`config.mk`:
```
export PLATFORM = sky130hd
export DESIGN_NAME = uart_async_receiver_ctrl
export DESIGN_NICKNAME = d
export VERILOG_FILES = /design/src/uart_rx_pkg.sv /design/src/uart_async_receiver_ctrl.sv
export VERILOG_INCLUDE_DIRS = /design/src /design/src/src
export SDC_FILE = /design/constraint.sdc
export NUM_CORES = 1
export LEC_CHECK = 0
export ABC_AREA = 1
export BUFFER_PORTS_ARGS = -buffer_cell sky130_fd_sc_hd__buf_2
export CORE_MARGIN = 1.5
export CORE_UTILIZATION = 51
export DETAILED_ROUTE_END_ITERATION = 10
export PLACE_DENSITY = 0.81
export RECOVER_POWER = 100
export SYNTH_ARGS = -nofsm -noshare
export SYNTH_HDL_FRONTEND = slang
export SYNTH_SLANG_ARGS = --single-unit
```
`constraint.sdc`:
```
create_clock -name CORE_CLK -period 3.9 [get_ports CORE_CLK]
set_clock_uncertainty 0.2 [all_clocks]
set_input_delay 0.195 -clock CORE_CLK [delete_from_list [all_inputs] [get_ports CORE_CLK]]
set_output_delay 0.195 -clock CORE_CLK [all_outputs]
set_load 0.01 [all_outputs]
```
`src/uart_rx_map.svh`:
```
// register offsets, field positions, reset values and timing constants of the receiver
`ifndef UART_RX_MAP_SVH
`define UART_RX_MAP_SVH
`define REG_TX_CTRL     8'h00
`define REG_RX_CTRL     8'h04
`define REG_BAUD_CTRL   8'h08
`define REG_RX_DATA     8'h0C
`define REG_DIV_LOW     8'h10
`define REG_DIV_HIGH    8'h14
`define REG_INT_EN      8'h18
`define TXC_CLK_SRC     7
`define TXC_NINE        6
`define TXC_TX_EN       5
`define TXC_SYNC        4
`define TXC_BREAK       3
`define TXC_HIGH_BAUD   2
`define TXC_NINTH       0
`define RXC_PORT_EN     7
`define RXC_NINE        6
`define RXC_SINGLE      5
`define RXC_CONT        4
`define RXC_ADDR_DET    3
`define BC_CLK_POL      4
`define BC_WIDE         3
`define BC_WAKE         1
`define BC_AB_EN        0
`define TX_CTRL_WMASK   8'hFD
`define RX_CTRL_WMASK   8'hF8
`define BAUD_CTRL_WMASK 8'h1B
`define CTRL_RESET      8'h00
`define MULT_SLOW       7'h40
`define MULT_MID        7'h10
`define MULT_FAST       7'h04
`define OVERSAMPLE_LOG2 4
`endif

```
`src/uart_rx_pkg.sv`:
```
// types shared by the asynchronous receiver
package uart_rx_pkg;
  typedef enum logic [3:0] {
    ST_IDLE  = 4'b0001,
    ST_START = 4'b0010,
    ST_DATA  = 4'b0100,
    ST_STOP  = 4'b1000
  } rx_state_t;
  typedef logic [8:0] rx_char_t;
endpackage

```
`src/uart_async_receiver_ctrl.sv`:
```
// asynchronous serial receiver with control and status registers on apb
//
// Operation
// - sync mode bit picks asynchronous (0) or synchronous (1); receiver needs 0
// - port enable hands pins to port; clearing it holds the port in reset
// - nine-bit select shifts nine data bits, otherwise eight
// - continuous receive enable switches the asynchronous receiver on and off
// - character into buffer raises flag; interrupt only with interrupt enable
// - nine-bit address detect loads only characters whose ninth bit is one
// - overrun flag sets on overrun, clears when continuous receive is cleared
// - framing flag follows head character, updates on read and next arrival
// - ninth bit of head character shown unchanged, no parity logic
// - single receive clears itself after one character in synchronous master mode, continuous overrides
// - clock source bit picks synchronous master or slave
// - transmit control holds nine-bit select, enable and ninth data bit
// - break request goes with next transmission, cleared when break completes
// - high baud select picks fast or slow asynchronous timing
// - transmit shift empty reads one when empty, resets to one
// - idle flag is one while idle, zero from start bit to end of character
// - clock polarity inverts async transmit data or picks sync clock edge
// - wide divider selects sixteen-bit divisor, otherwise eight-bit
// - wake-up waits for falling edge, sets flag, then clears itself
// - auto-baud enable starts detection, self clears; overflow flag reported
// - two-entry fifo with per-entry framing status, data read pops head
// - half-bit start check aborts silently; later bits a full bit apart
// - third character with two unread sets overrun, blocks further reception
// - baud period is divisor plus one times 64, 16 or 4; write resets timer
//
// Decided for this implementation: the register addresses and register access over APB.
`timescale 1ns/10ps
`default_nettype none
`include "uart_rx_map.svh"

module uart_async_receiver_ctrl
  import uart_rx_pkg::*;
(
  // clock and reset
  input  wire logic        CORE_CLK,
  input  wire logic        RST,
  // apb slave
  input  wire logic        PSEL,
  input  wire logic        PENABLE,
  input  wire logic        PWRITE,
  input  wire logic [7:0]  PADDR,
  input  wire logic [31:0] PWDATA,
  output logic      [31:0] PRDATA,
  output logic             PREADY,
  output logic             PSLVERR,
  // serial line
  input  wire logic        RX_PIN,
  output logic             PORT_ENABLE,
  // receive events
  output logic             RX_CHAR_FLAG,
  output logic             RX_INT_REQ,
  output logic             RX_IDLE,
  // controls to transmit, synchronous and auto-baud logic
  output logic             SYNC_MODE,
  output logic             CLK_SRC_MASTER,
  output logic             TX_NINE_BIT,
  output logic             TX_ENABLE,
  output logic             TX_NINTH_BIT,
  output logic             BREAK_REQ,
  output logic             HIGH_BAUD,
  output logic             CLK_POLARITY,
  output logic             WIDE_DIVIDER,
  output logic             SINGLE_RX_ENABLE,
  output logic             CONT_RX_ENABLE,
  output logic             AUTOBAUD_START,
  output logic             BAUD_TICK,
  // status from transmit, synchronous and auto-baud logic
  input  wire logic        TX_SHIFT_EMPTY,
  input  wire logic        BREAK_DONE,
  input  wire logic        SYNC_RX_DONE,
  input  wire logic        AUTOBAUD_DONE,
  input  wire logic        AUTOBAUD_OVF
);

  function automatic logic maj3(input logic a, input logic b, input logic c);
    maj3 = (a & b) | (a & c) | (b & c);
  endfunction

  function automatic logic [6:0] mult_sel(input logic sync, input logic wide, input logic high);
    if (sync || (wide && high)) begin
      mult_sel = `MULT_FAST;
    end else if (wide || high) begin
      mult_sel = `MULT_MID;
    end else begin
      mult_sel = `MULT_SLOW;
    end
  endfunction

  logic [7:0]  tx_ctrl_r;
  logic [7:0]  rx_ctrl_r;
  logic [7:0]  baud_ctrl_r;
  logic [7:0]  div_low_r;
  logic [7:0]  div_high_r;
  logic        int_en_r;
  logic        tx_empty_r;
  logic        ab_ovf_r;
  logic [31:0] prdata_r;
  logic        pop_ok_r;
  logic        rx_meta_r;
  logic        rx_sync_r;
  logic        rx_prev_r;
  logic [15:0] div_cnt_r;
  logic        tick_r;
  rx_state_t   state_r;
  logic [6:0]  phase_r;
  logic [3:0]  bit_cnt_r;
  logic        samp_a_r;
  logic        samp_b_r;
  rx_char_t    shift_r;
  rx_char_t    fifo_data_r [2];
  logic        fifo_framing_error_flag_r [2];
  logic        head_r;
  logic [1:0]  count_r;
  logic        overrun_error_flag_r;
  logic        wake_flag_r;

  logic        serial_port_enable;
  logic        sync_mode;
  logic        rx9;
  logic        continuous_receive_enable;
  logic        rx_en;
  logic        setup;
  logic        access;
  logic        wr;
  logic        mapped;
  logic [7:0]  rd_mux;
  logic [15:0] div_n;
  logic [6:0]  mult;
  logic [6:0]  step;
  logic [6:0]  half;
  logic        fall;
  logic        vote;
  logic        sample_pt;
  logic        char_done;
  logic        accept;
  logic        push;
  logic        pop;
  logic        ovr_set;
  logic        wake_set;
  logic        head_framing_error_flag;
  rx_char_t    head_char;
  logic        tail;

  assign serial_port_enable      = rx_ctrl_r[`RXC_PORT_EN];
  assign sync_mode = tx_ctrl_r[`TXC_SYNC];
  assign rx9       = rx_ctrl_r[`RXC_NINE];
  assign continuous_receive_enable      = rx_ctrl_r[`RXC_CONT];
  assign rx_en     = serial_port_enable & ~sync_mode & continuous_receive_enable;
  assign setup     = PSEL & ~PENABLE;
  assign access    = PSEL & PENABLE;
  assign wr        = access & PWRITE;
  assign head_char = (count_r != 2'h0) ? fifo_data_r[head_r] : 9'h000;
  assign head_framing_error_flag = (count_r != 2'h0) ? fifo_framing_error_flag_r[head_r] : 1'b0;
  assign tail      = head_r ^ count_r[0];

  // address decode and read mux
  always_comb begin
    mapped = 1'b1;
    rd_mux = 8'h00;
    if (PADDR == `REG_TX_CTRL) begin
      rd_mux = {tx_ctrl_r[7:2], tx_empty_r, tx_ctrl_r[0]};
    end else if (PADDR == `REG_RX_CTRL) begin
      rd_mux = {rx_ctrl_r[7:3], head_framing_error_flag, overrun_error_flag_r, head_char[8]};
    end else if (PADDR == `REG_BAUD_CTRL) begin
      rd_mux = {ab_ovf_r, (state_r == ST_IDLE), 1'b0, baud_ctrl_r[4:3], 1'b0, baud_ctrl_r[1:0]};
    end else if (PADDR == `REG_RX_DATA) begin
      rd_mux = head_char[7:0];
    end else if (PADDR == `REG_DIV_LOW) begin
      rd_mux = div_low_r;
    end else if (PADDR == `REG_DIV_HIGH) begin
      rd_mux = div_high_r;
    end else if (PADDR == `REG_INT_EN) begin
      rd_mux = {7'h00, int_en_r};
    end else begin
      mapped = 1'b0;
    end
  end

  assign PREADY  = 1'b1;
  assign PSLVERR = access & ~mapped;
  assign PRDATA  = prdata_r;

  // read data is fixed at setup so the status seen matches the character popped
  always_ff @(posedge CORE_CLK or posedge RST) begin
    if (RST) begin
      prdata_r <= 32'h00000000;
    end else if (setup && !PWRITE) begin
      prdata_r <= {24'h000000, rd_mux};
    end
  end

  always_ff @(posedge CORE_CLK or posedge RST) begin
    if (RST) begin
      pop_ok_r <= 1'b0;
    end else if (setup) begin
      pop_ok_r <= ~PWRITE & (PADDR == `REG_RX_DATA) & (count_r != 2'h0);
    end else if (access) begin
      pop_ok_r <= 1'b0;
    end
  end

  assign pop = access & ~PWRITE & pop_ok_r & (count_r != 2'h0);

  always_ff @(posedge CORE_CLK or posedge RST) begin
    if (RST) begin
      tx_ctrl_r <= `CTRL_RESET;
    end else if (wr && PADDR == `REG_TX_CTRL) begin
      tx_ctrl_r <= PWDATA[7:0] & `TX_CTRL_WMASK;
    end else if (BREAK_DONE) begin
      tx_ctrl_r[`TXC_BREAK] <= 1'b0;
    end
  end

  always_ff @(posedge CORE_CLK or posedge RST) begin
    if (RST) begin
      rx_ctrl_r <= `CTRL_RESET;
    end else if (wr && PADDR == `REG_RX_CTRL) begin
      rx_ctrl_r <= PWDATA[7:0] & `RX_CTRL_WMASK;
    end else if (sync_mode && tx_ctrl_r[`TXC_CLK_SRC] && !continuous_receive_enable && SYNC_RX_DONE) begin
      rx_ctrl_r[`RXC_SINGLE] <= 1'b0;
    end
  end

  always_ff @(posedge CORE_CLK or posedge RST) begin
    if (RST) begin
      baud_ctrl_r <= `CTRL_RESET;
    end else if (wr && PADDR == `REG_BAUD_CTRL) begin
      baud_ctrl_r <= PWDATA[7:0] & `BAUD_CTRL_WMASK;
    end else begin
      if (wake_set) begin
        baud_ctrl_r[`BC_WAKE] <= 1'b0;
      end
      if (AUTOBAUD_DONE) begin
        baud_ctrl_r[`BC_AB_EN] <= 1'b0;
      end
    end
  end

  // overflow report is sticky until software starts a new detection
  always_ff @(posedge CORE_CLK or posedge RST) begin
    if (RST) begin
      ab_ovf_r <= 1'b0;
    end else if (AUTOBAUD_OVF) begin
      ab_ovf_r <= 1'b1;
    end else if (wr && PADDR == `REG_BAUD_CTRL && PWDATA[`BC_AB_EN]) begin
      ab_ovf_r <= 1'b0;
    end
  end

  always_ff @(posedge CORE_CLK or posedge RST) begin
    if (RST) begin
      div_low_r  <= `CTRL_RESET;
      div_high_r <= `CTRL_RESET;
      int_en_r   <= 1'b0;
    end else if (wr) begin
      if (PADDR == `REG_DIV_LOW) begin
        div_low_r <= PWDATA[7:0];
      end
      if (PADDR == `REG_DIV_HIGH) begin
        div_high_r <= PWDATA[7:0];
      end
      if (PADDR == `REG_INT_EN) begin
        int_en_r <= PWDATA[0];
      end
    end
  end

  always_ff @(posedge CORE_CLK or posedge RST) begin
    if (RST) begin
      tx_empty_r <= 1'b1;
    end else begin
      tx_empty_r <= TX_SHIFT_EMPTY;
    end
  end

  // line synchroniser, idle high
  always_ff @(posedge CORE_CLK or posedge RST) begin
    if (RST) begin
      rx_meta_r <= 1'b1;
      rx_sync_r <= 1'b1;
      rx_prev_r <= 1'b1;
    end else begin
      rx_meta_r <= RX_PIN;
      rx_sync_r <= rx_meta_r;
      rx_prev_r <= rx_sync_r;
    end
  end

  assign fall = rx_prev_r & ~rx_sync_r;

  // baud timer; restarted on a divisor write and on a start edge to align sampling
  assign div_n = baud_ctrl_r[`BC_WIDE] ? {div_high_r, div_low_r} : {8'h00, div_low_r};
  assign mult  = mult_sel(sync_mode, baud_ctrl_r[`BC_WIDE], tx_ctrl_r[`TXC_HIGH_BAUD]);
  assign step  = (mult == `MULT_FAST) ? 7'h01 : (mult >> `OVERSAMPLE_LOG2);
  assign half  = mult >> 1;

  always_ff @(posedge CORE_CLK or posedge RST) begin
    if (RST) begin
      div_cnt_r <= 16'h0000;
      tick_r    <= 1'b0;
    end else if (wr && (PADDR == `REG_DIV_LOW || PADDR == `REG_DIV_HIGH)) begin
      div_cnt_r <= 16'h0000;
      tick_r    <= 1'b0;
    end else if (state_r == ST_IDLE && fall) begin
      // tick at once so phase zero is the first start-bit clock; at four clocks a bit
      // a lost tick would push the centre samples into the next bit
      div_cnt_r <= 16'h0000;
      tick_r    <= 1'b1;
    end else if (div_cnt_r >= div_n) begin
      div_cnt_r <= 16'h0000;
      tick_r    <= 1'b1;
    end else begin
      div_cnt_r <= div_cnt_r + 16'h0001;
      tick_r    <= 1'b0;
    end
  end

  assign BAUD_TICK = tick_r;

  assign sample_pt = tick_r & (phase_r == half + step - 7'h01);
  assign vote      = maj3(samp_a_r, samp_b_r, rx_sync_r);

  always_ff @(posedge CORE_CLK or posedge RST) begin
    if (RST) begin
      samp_a_r <= 1'b1;
      samp_b_r <= 1'b1;
    end else if (tick_r) begin
      if (phase_r == half - step - 7'h01) begin
        samp_a_r <= rx_sync_r;
      end
      if (phase_r == half - 7'h01) begin
        samp_b_r <= rx_sync_r;
      end
    end
  end

  always_ff @(posedge CORE_CLK or posedge RST) begin
    if (RST) begin
      state_r <= ST_IDLE;
    end else if (!rx_en) begin
      state_r <= ST_IDLE;
    end else begin
      case (state_r)
        ST_IDLE: begin
          if (fall && !baud_ctrl_r[`BC_WAKE]) begin
            state_r <= ST_START;
          end
        end
        ST_START: begin
          if (sample_pt) begin
            state_r <= vote ? ST_IDLE : ST_DATA;
          end
        end
        ST_DATA: begin
          if (sample_pt && bit_cnt_r == (rx9 ? 4'h8 : 4'h7)) begin
            state_r <= ST_STOP;
          end
        end
        ST_STOP: begin
          if (sample_pt) begin
            state_r <= ST_IDLE;
          end
        end
        default: begin
          state_r <= ST_IDLE;
        end
      endcase
    end
  end

  // phase counts baud ticks within one bit; state changes at the sample point
  always_ff @(posedge CORE_CLK or posedge RST) begin
    if (RST) begin
      phase_r <= 7'h00;
    end else if (state_r == ST_IDLE) begin
      phase_r <= 7'h00;
    end else if (tick_r) begin
      phase_r <= (phase_r >= mult - 7'h01) ? 7'h00 : phase_r + 7'h01;
    end
  end

  always_ff @(posedge CORE_CLK or posedge RST) begin
    if (RST) begin
      bit_cnt_r <= 4'h0;
      shift_r   <= 9'h000;
    end else if (state_r == ST_DATA) begin
      if (sample_pt) begin
        bit_cnt_r <= bit_cnt_r + 4'h1;
        shift_r   <= {vote, shift_r[8:1]};
      end
    end else begin
      bit_cnt_r <= 4'h0;
    end
  end

  assign char_done = rx_en & (state_r == ST_STOP) & sample_pt;
  assign accept    = ~rx9 | ~rx_ctrl_r[`RXC_ADDR_DET] | shift_r[8];
  assign push      = char_done & accept & ~overrun_error_flag_r & ((count_r != 2'h2) | pop);
  assign ovr_set   = char_done & accept & ~overrun_error_flag_r & (count_r == 2'h2) & ~pop;

  // eight-bit characters land in the upper eight shift positions
  always_ff @(posedge CORE_CLK or posedge RST) begin
    if (RST) begin
      fifo_data_r[0] <= 9'h000;
      fifo_data_r[1] <= 9'h000;
      fifo_framing_error_flag_r[0] <= 1'b0;
      fifo_framing_error_flag_r[1] <= 1'b0;
    end else if (push) begin
      fifo_data_r[tail] <= rx9 ? shift_r : {1'b0, shift_r[8:1]};
      fifo_framing_error_flag_r[tail] <= ~vote;
    end
  end

  always_ff @(posedge CORE_CLK or posedge RST) begin
    if (RST) begin
      head_r  <= 1'b0;
      count_r <= 2'h0;
    end else if (!serial_port_enable) begin
      head_r  <= 1'b0;
      count_r <= 2'h0;
    end else begin
      if (pop) begin
        head_r <= ~head_r;
      end
      if (push && !pop) begin
        count_r <= count_r + 2'h1;
      end else if (pop && !push) begin
        count_r <= count_r - 2'h1;
      end
    end
  end

  always_ff @(posedge CORE_CLK or posedge RST) begin
    if (RST) begin
      overrun_error_flag_r <= 1'b0;
    end else if (!serial_port_enable || !continuous_receive_enable) begin
      overrun_error_flag_r <= 1'b0;
    end else if (ovr_set) begin
      overrun_error_flag_r <= 1'b1;
    end
  end

  assign wake_set = serial_port_enable & ~sync_mode & baud_ctrl_r[`BC_WAKE] & (state_r == ST_IDLE) & fall;

  // a wake edge in the same cycle as a data read still leaves the flag set
  always_ff @(posedge CORE_CLK or posedge RST) begin
    if (RST) begin
      wake_flag_r <= 1'b0;
    end else if (!serial_port_enable) begin
      wake_flag_r <= 1'b0;
    end else if (wake_set) begin
      wake_flag_r <= 1'b1;
    end else if (access && !PWRITE && PADDR == `REG_RX_DATA) begin
      wake_flag_r <= 1'b0;
    end
  end

  assign RX_CHAR_FLAG     = (count_r != 2'h0) | wake_flag_r;
  assign RX_INT_REQ       = RX_CHAR_FLAG & int_en_r;
  assign RX_IDLE          = (state_r == ST_IDLE);
  assign PORT_ENABLE      = serial_port_enable;
  assign SYNC_MODE        = sync_mode;
  assign CLK_SRC_MASTER   = tx_ctrl_r[`TXC_CLK_SRC];
  assign TX_NINE_BIT      = tx_ctrl_r[`TXC_NINE];
  assign TX_ENABLE        = tx_ctrl_r[`TXC_TX_EN];
  assign TX_NINTH_BIT     = tx_ctrl_r[`TXC_NINTH];
  assign BREAK_REQ        = tx_ctrl_r[`TXC_BREAK];
  assign HIGH_BAUD        = tx_ctrl_r[`TXC_HIGH_BAUD];
  assign CLK_POLARITY     = baud_ctrl_r[`BC_CLK_POL];
  assign WIDE_DIVIDER     = baud_ctrl_r[`BC_WIDE];
  assign SINGLE_RX_ENABLE = rx_ctrl_r[`RXC_SINGLE];
  assign CONT_RX_ENABLE   = continuous_receive_enable;
  assign AUTOBAUD_START   = baud_ctrl_r[`BC_AB_EN] & ~sync_mode;
endmodule
`default_nettype wire

```
# Word level (Yosys, flattened, before mapping)
# Cells that the tools add are included.
[word_totals] regBits=115 inputBits=51 output_inout_bits=51 wordCells=240
[classes] addsub=11 magnitude_cmp=5 n_eq_ne=25 n_mux=73 bitwise_logic=48 reduce_logical=45
[ops] operator="$mux 16" n=4
[ops] operator="$mux 9" n=6
[ops] operator="$mux 8" n=6
[ops] operator="$mux 7" n=5
[ops] operator="$mux 1" n=33
[ops] operator="$mux 4" n=8
[ops] operator="$and 1x1->1" n=28
[ops] operator="$eq 8x5->1 const B" n=3
[ops] operator="$eq 7x7->1" n=3
[ops] operator="$sub 7x1->7 const B" n=3
[ops] operator="$bwmux 18" n=1
[ops] operator="$logic_and 1x1->1" n=18
[ops] operator="$reduce_bool 2->1" n=9
[ops] operator="$add 16x1->16 const B" n=1
[ops] operator="$eq 8x4->1 const B" n=2
[ops] operator="$ge 16x16->1" n=1
[ops] operator="$pmux 4 s4" n=1
[ops] operator="$reduce_and 2->1" n=6
[ops] operator="$not 1->1" n=11
[ops] operator="$demux 9 s1" n=1
[ops] operator="$ne 3x3->1 const B" n=3
[ops] operator="$eq 8x3->1 const B" n=1
[ops] operator="$logic_not 8->1" n=1
[ops] operator="$mux 2" n=4
[ops] operator="other kinds (30)" n=48

# Longest topological paths before layout
[depth] depth_word=18 ltp_mapped=13 depth_no_buf=12

# Least setup slack after synthesis
# Ideal clock, no wire load.
[synth_timing] path_kind="register to register" startpoint="register baud_ctrl_r[3]" endpoint="register div_cnt_r[10]" setup_ns=0.120 arrival_time_ns=1.962 required_time_ns=3.580 slack_ns=1.618 path_stages_with_launch=10 period_less_slack_ns=2.282 cell_sequence="dfrtp_1 clkbuf_1 nand2_1 ha_1 nand4_1 nor3_1 nand3_1 nand4_1 buf_2 nor2_1"
[synth_between] elab_chain_len=5
[synth_lines] element="start: declaration" line="uart_async_receiver_ctrl.sv:94" rtl="logic [7:0] baud_ctrl_r;"
[synth_lines] element="start signal: assignment" line="uart_async_receiver_ctrl.sv:229" rtl="baud_ctrl_r <= `CTRL_RESET;"
[synth_lines] element="start signal: assignment" line="uart_async_receiver_ctrl.sv:231" rtl="baud_ctrl_r <= PWDATA[7:0] & `BAUD_CTRL_WMASK;"
[synth_lines] element="$mux 16" line="uart_async_receiver_ctrl.sv:295" rtl="assign div_n = baud_ctrl_r[`BC_WIDE] ? {div_high_r, div_low_r} : {8'h00, div_low_r};"
[synth_lines] element="$ge 16x16->1" line="uart_async_receiver_ctrl.sv:312" rtl="end else if (div_cnt_r >= div_n) begin"
[synth_lines] element="$mux 16" line="uart_async_receiver_ctrl.sv:312"
[synth_lines] element="$mux 16" line="uart_async_receiver_ctrl.sv:307" rtl="end else if (state_r == ST_IDLE && fall) begin"
[synth_lines] element="$mux 16" line="uart_async_receiver_ctrl.sv:304" rtl="end else if (wr && (PADDR == `REG_DIV_LOW || PADDR == `REG_DIV_HIGH)) begin"
[synth_lines] element="end signal: assignment" line="uart_async_receiver_ctrl.sv:316" rtl="div_cnt_r <= div_cnt_r + 16'h0001;"
[synth_lines] element="end: declaration" line="uart_async_receiver_ctrl.sv:105" rtl="logic [15:0] div_cnt_r;"
# No other way between the ends.
# A chain may end at the register's enable or synchronous reset.

# Final worst setup path
[layout_timing] startpoint="register baud_ctrl_r[3]" endpoint="register fifo_data_r[6] in the netlist's numbering"
[layout_between] elab_chain_len=13
[layout_lines] element="$logic_or 1x1->1 / $logic_and 1x1->1 (equally long branches)" line="uart_async_receiver_ctrl.sv:85, uart_async_receiver_ctrl.sv:83"
[layout_lines] element="$mux 7 / $logic_or 1x1->1 (equally long branches)" line="uart_async_receiver_ctrl.sv:85, uart_async_receiver_ctrl.sv:83"
[layout_lines] element="$mux 7 *" line="uart_async_receiver_ctrl.sv:83" rtl="if (sync || (wide && high)) begin"
[layout_lines] element="$eq 7x3->1 (no line)"
[layout_lines] element="$mux 3" line="uart_async_receiver_ctrl.sv:297" rtl="assign step = (mult == `MULT_FAST) ? 7'h01 : (mult >> `OVERSAMPLE_LOG2);"
[layout_lines] element="$add 6x3->7 *" line="uart_async_receiver_ctrl.sv:323" rtl="assign sample_pt = tick_r & (phase_r == half + step - 7'h01);"
[layout_lines] element="$sub 7x1->7 *" line="uart_async_receiver_ctrl.sv:323"
[layout_lines] element="$eq 7x7->1 *" line="uart_async_receiver_ctrl.sv:323"
[layout_lines] element="$and 1x1->1 *" line="uart_async_receiver_ctrl.sv:323"
[layout_lines] element="$and 1x1->1 *" line="uart_async_receiver_ctrl.sv:399" rtl="assign char_done = rx_en & (state_r == ST_STOP) & sample_pt;"
[layout_lines] element="$and 1x1->1 * (3 in series)" line="uart_async_receiver_ctrl.sv:401" rtl="assign push = char_done & accept & ~overrun_error_flag_r & ((count_r != 2'h2) | pop);"
[layout_lines] element="end signal: indexed assignment" line="uart_async_receiver_ctrl.sv:412" rtl="fifo_data_r[tail] <= rx9 ? shift_r : {1'b0, shift_r[8:1]};"
[layout_lines] element="end: declaration" line="uart_async_receiver_ctrl.sv:113" rtl="rx_char_t fifo_data_r [2];"
# Every way passes the cells marked *; elsewhere a longest branch is shown, timed or not.

==> insert_results.sql <==
INSERT INTO impl_metrics (metric_group, metric, value, unit) VALUES
('placement', 'buffer_ports.inserted', '52', ''),
('pwr', 'sw_frac_of_total', '23.2', '%'),
('critical_path', 'worst_setup_path_start_kind', 'flip-flop', ''),
('flow_run', 'maxCapViolations', '1', ''),
('layout', 'highest_count_cells_in_the_layout_ignoring_fill_and_taps', '211 x nand2_1, 108 x dfrtp_1, 95 x o21ai_0', ''),
('die', 'start_util', '51.9', '%'),
('placement', 'gp_congestion', '0.891', ''),
('pwr', 'power_density', '399', 'nW/um^2'),
('layout', 'layout.core_utilization', '59.5', '%'),
('clocking', 'clock-sinks', '115', ''),
('grt', 'grt_max_degree', '61', ''),
('die', 'die_w', '116', 'um'),
('placement', 'detailedPlacementHpwl', '11.0', 'mm'),
('critical_path', 'slowest_delay', '0.54', 'ns'),
('placement', 'placed_area', '6790', 'sq um'),
('pwr', 'p_int', '2.29', 'mW'),
('synthesis', 'mean_post_synth_cell_area', '7.90', 'sq um'),
('synthesis', 'post_synth_instance_area', '6530', 'sq um'),
('critical_path', 'r2r_cells', '10', ''),
('sta', 'report.final.hold_viol_count', '0', ''),
('critical_path', 'cp_data_required_time', '3.96', 'ns'),
('route', 'detailedRoute.firstIterationViolations', '667', ''),
('sta', 'final.period_utilization', '77.3', '%'),
('layout', 'instances_no_fill', '1081', ''),
('synthesis', 'ys_async_sr_fraction', '100', '%'),
('sta', 'grt_setup_unrepaired', 'false', ''),
('synthesis', 'portion_of_the_post_synthesis_area_used_by_sequential_elements', '44.2', '%'),
('clocking', 'cts_resized', '0', ''),
('run_status', 'violations', 'max-capacitance violations, max-slew violations', ''),
('clocking', 'clock_tree.buffer_depth', '2', ''),
('layout', 'layout_cell_area_excl_fill', '7470', 'sq um'),
('route', 'detail_route.vias_per_cell', '5.20', ''),
('critical_path', 'worstSetupEndpointType', 'flip-flop', ''),
('pwr', 'p_total', '2.98', 'mW'),
('die', 'boundaryPins', '102', ''),
('sta', 'timing_max_transition_violations_final', '56', ''),
('critical_path', 'critical_path.reg2reg.endpoint', 'fifo_data_r[6]', ''),
('die', 'core', '12600', 'sq um'),
('synthesis', 'synth-warning-count', '0', ''),
('pwr', 'power_frac_seq', '41.4', '%'),
('placement', 'placedCellCount', '1029', ''),
('clocking', 'cts_tree', 'yes', ''),
('clocking', 'cts.reportedPaths.clkPinSlew', '0.05', 'ns'),
('route', 'firstDrtPassIters', '5', ''),
('die', 'std_cell_rows', '41', ''),
('grt', 'grt_util_all_layers', '24.6', '%'),
('sta', 'final.setup.tns', '0', 'ns'),
('sta', 'timing.final.setup_violations', '0', ''),
('grt', 'grt_pass1_wl', '25.1', 'mm'),
('layout', 'inserted_diodes', '0', ''),
('layout', 'num-fill-cells', '1108', ''),
('layout', 'area_growth_syn_to_layout', '14.5', '%'),
('synthesis', 'synth_ff_type', 'dfrtp_1', ''),
('pwr', 'leakagePower', '3.54', 'nW'),
('pwr', 'net-switching-power', '0.690', 'mW'),
('die', 'design.die.area', '13500', 'sq um'),
('clocking', 'cts_root_buf', 'clkbuf_16', ''),
('grt', 'antenna_violations_before_repair', '0', ''),
('critical_path', 'setup.worst_path.start', 'baud_ctrl_r[3]', ''),
('layout', 'drive_gt1_share', '9.24', '%'),
('critical_path', 'critical_path.most_common_cell', 'nand2_1', ''),
('critical_path', 'ordered_cell_list_for_the_critical_path', 'nor2_1, nand2_1, nand2_1, nand3_1, nor2_4, nand2_1, nor2_1, nand2_1, nand2_1, o21ai_0', ''),
('placement', 'place_worst_setup_slack', '1.22', 'ns'),
('clocking', 'cts_hold_repair.buffers', '20', ''),
('grt', 'first_global_vias', '5129', ''),
('sta', 'finalWorstPathRequiredPeriod', '3.01', 'ns'),
('die', 'die_y', '116', 'um'),
('synthesis', 'synthCells', '826', ''),
('sta', 'holdWs', '0.0838', 'ns'),
('pwr', 'vdd_ir_drop_max', '0.345', 'mV'),
('run_status', 'status', 'finished, violations left', '');
==> sequential cells by signal, summed over array words and instances (netlist names), 4 cells and up <==
register     count
tx_ctrl_r        7
shift_r          9
PRDATA           8
baud_ctrl_r      4
phase_r          7
div_high_r       8
bit_cnt_r        4
div_low_r        8
div_cnt_r       16
rx_ctrl_r        5
state_r          4
fifo_data_r     18
==> power by group through the flow <==
stage | clock network [mW] | logic (mW) | registers, mW
after floorplan | 0 | 0.147 | 1.25
after global placement | 0 | 0.180 | 1.25
after detailed placement | 0 | 0.182 | 1.25
after CTS | 1.57 | 0.198 | 1.23
after global routing | 1.62 | 0.222 | 1.24
final | 1.55 | 0.193 | 1.23
==> cells by family (layout without fill, tap and decap cells) <==
family	after synthesis	in the layout	synth area share (%)
xor+xnor	15	15	2.01
flops	115	115	44.2
other cells	2	25	0.115
simple gates	372	372	25.3
compound gates	154	154	12.7
fa+ha+maj	23	23	4.41
mux	4	4	0.767
buf+inv	141	201	10.5
==> cell type report <==
cell class                 instances  area, sq um  area share (%)
timing repair buffer              73          445            5.96
clock inverter                    10          135            1.81
tap                              172          215            2.88
inverter                          96          362            4.84
sequential                       115         2890            38.6
multi-input combinational        593         2970            39.8
clock buffer                      22          454            6.08
==> how the worst min path moves through the flow <==
stage                         from   endpoint  slack [ns]  depth (start not counted)
final                     PADDR[1]   int_en_r        0.08                          6
after CTS                 PADDR[1]   int_en_r        0.06                          6
after detailed placement    RX_PIN  rx_meta_r        0.10                          1
after floorplan             RX_PIN  rx_meta_r     -0.0005                          0
after global routing      PADDR[1]   int_en_r        0.13                          6
after global placement      RX_PIN  rx_meta_r        0.10                          1
==> per-layer routing <==
layer | part of all wire (%) | global-route usage [%]
met3 | 7.8 | 6.02
met5 | 0 | 0
met4 | 3.0 | 11.3
met1 | 46 | 34.6
met2 | 43 | 36.1
==> cells in the mapped netlist (all sizes together), types with 4 or more instances <==
cell	n	share of area (%)
nand2	216	13
dfrtp	108	41
o21ai	101	8.1
inv	94	5.4
nor2	73	4.8
a21oi	37	2.8
nand3	37	2.9
buf	36	4.4
ha	23	4.4
nand4	17	1.9
nor3	14	1.2
xor2	10	1.3
clkbuf	9	0.54
or2	9	0.86
dfstp	7	2.8
xnor2	5	0.67
nor4	4	0.38
o211ai	4	0.46
==> critical path: cells and delay by family, from the launching register on <==
| family | cells | cell delay [ns] |
|---|---|---|
| flops | 1 | 0.54 |
| compound gates | 1 | 0.14 |
| simple gates | 9 | 1.96 |
Power figures use the tool's default switching activity.
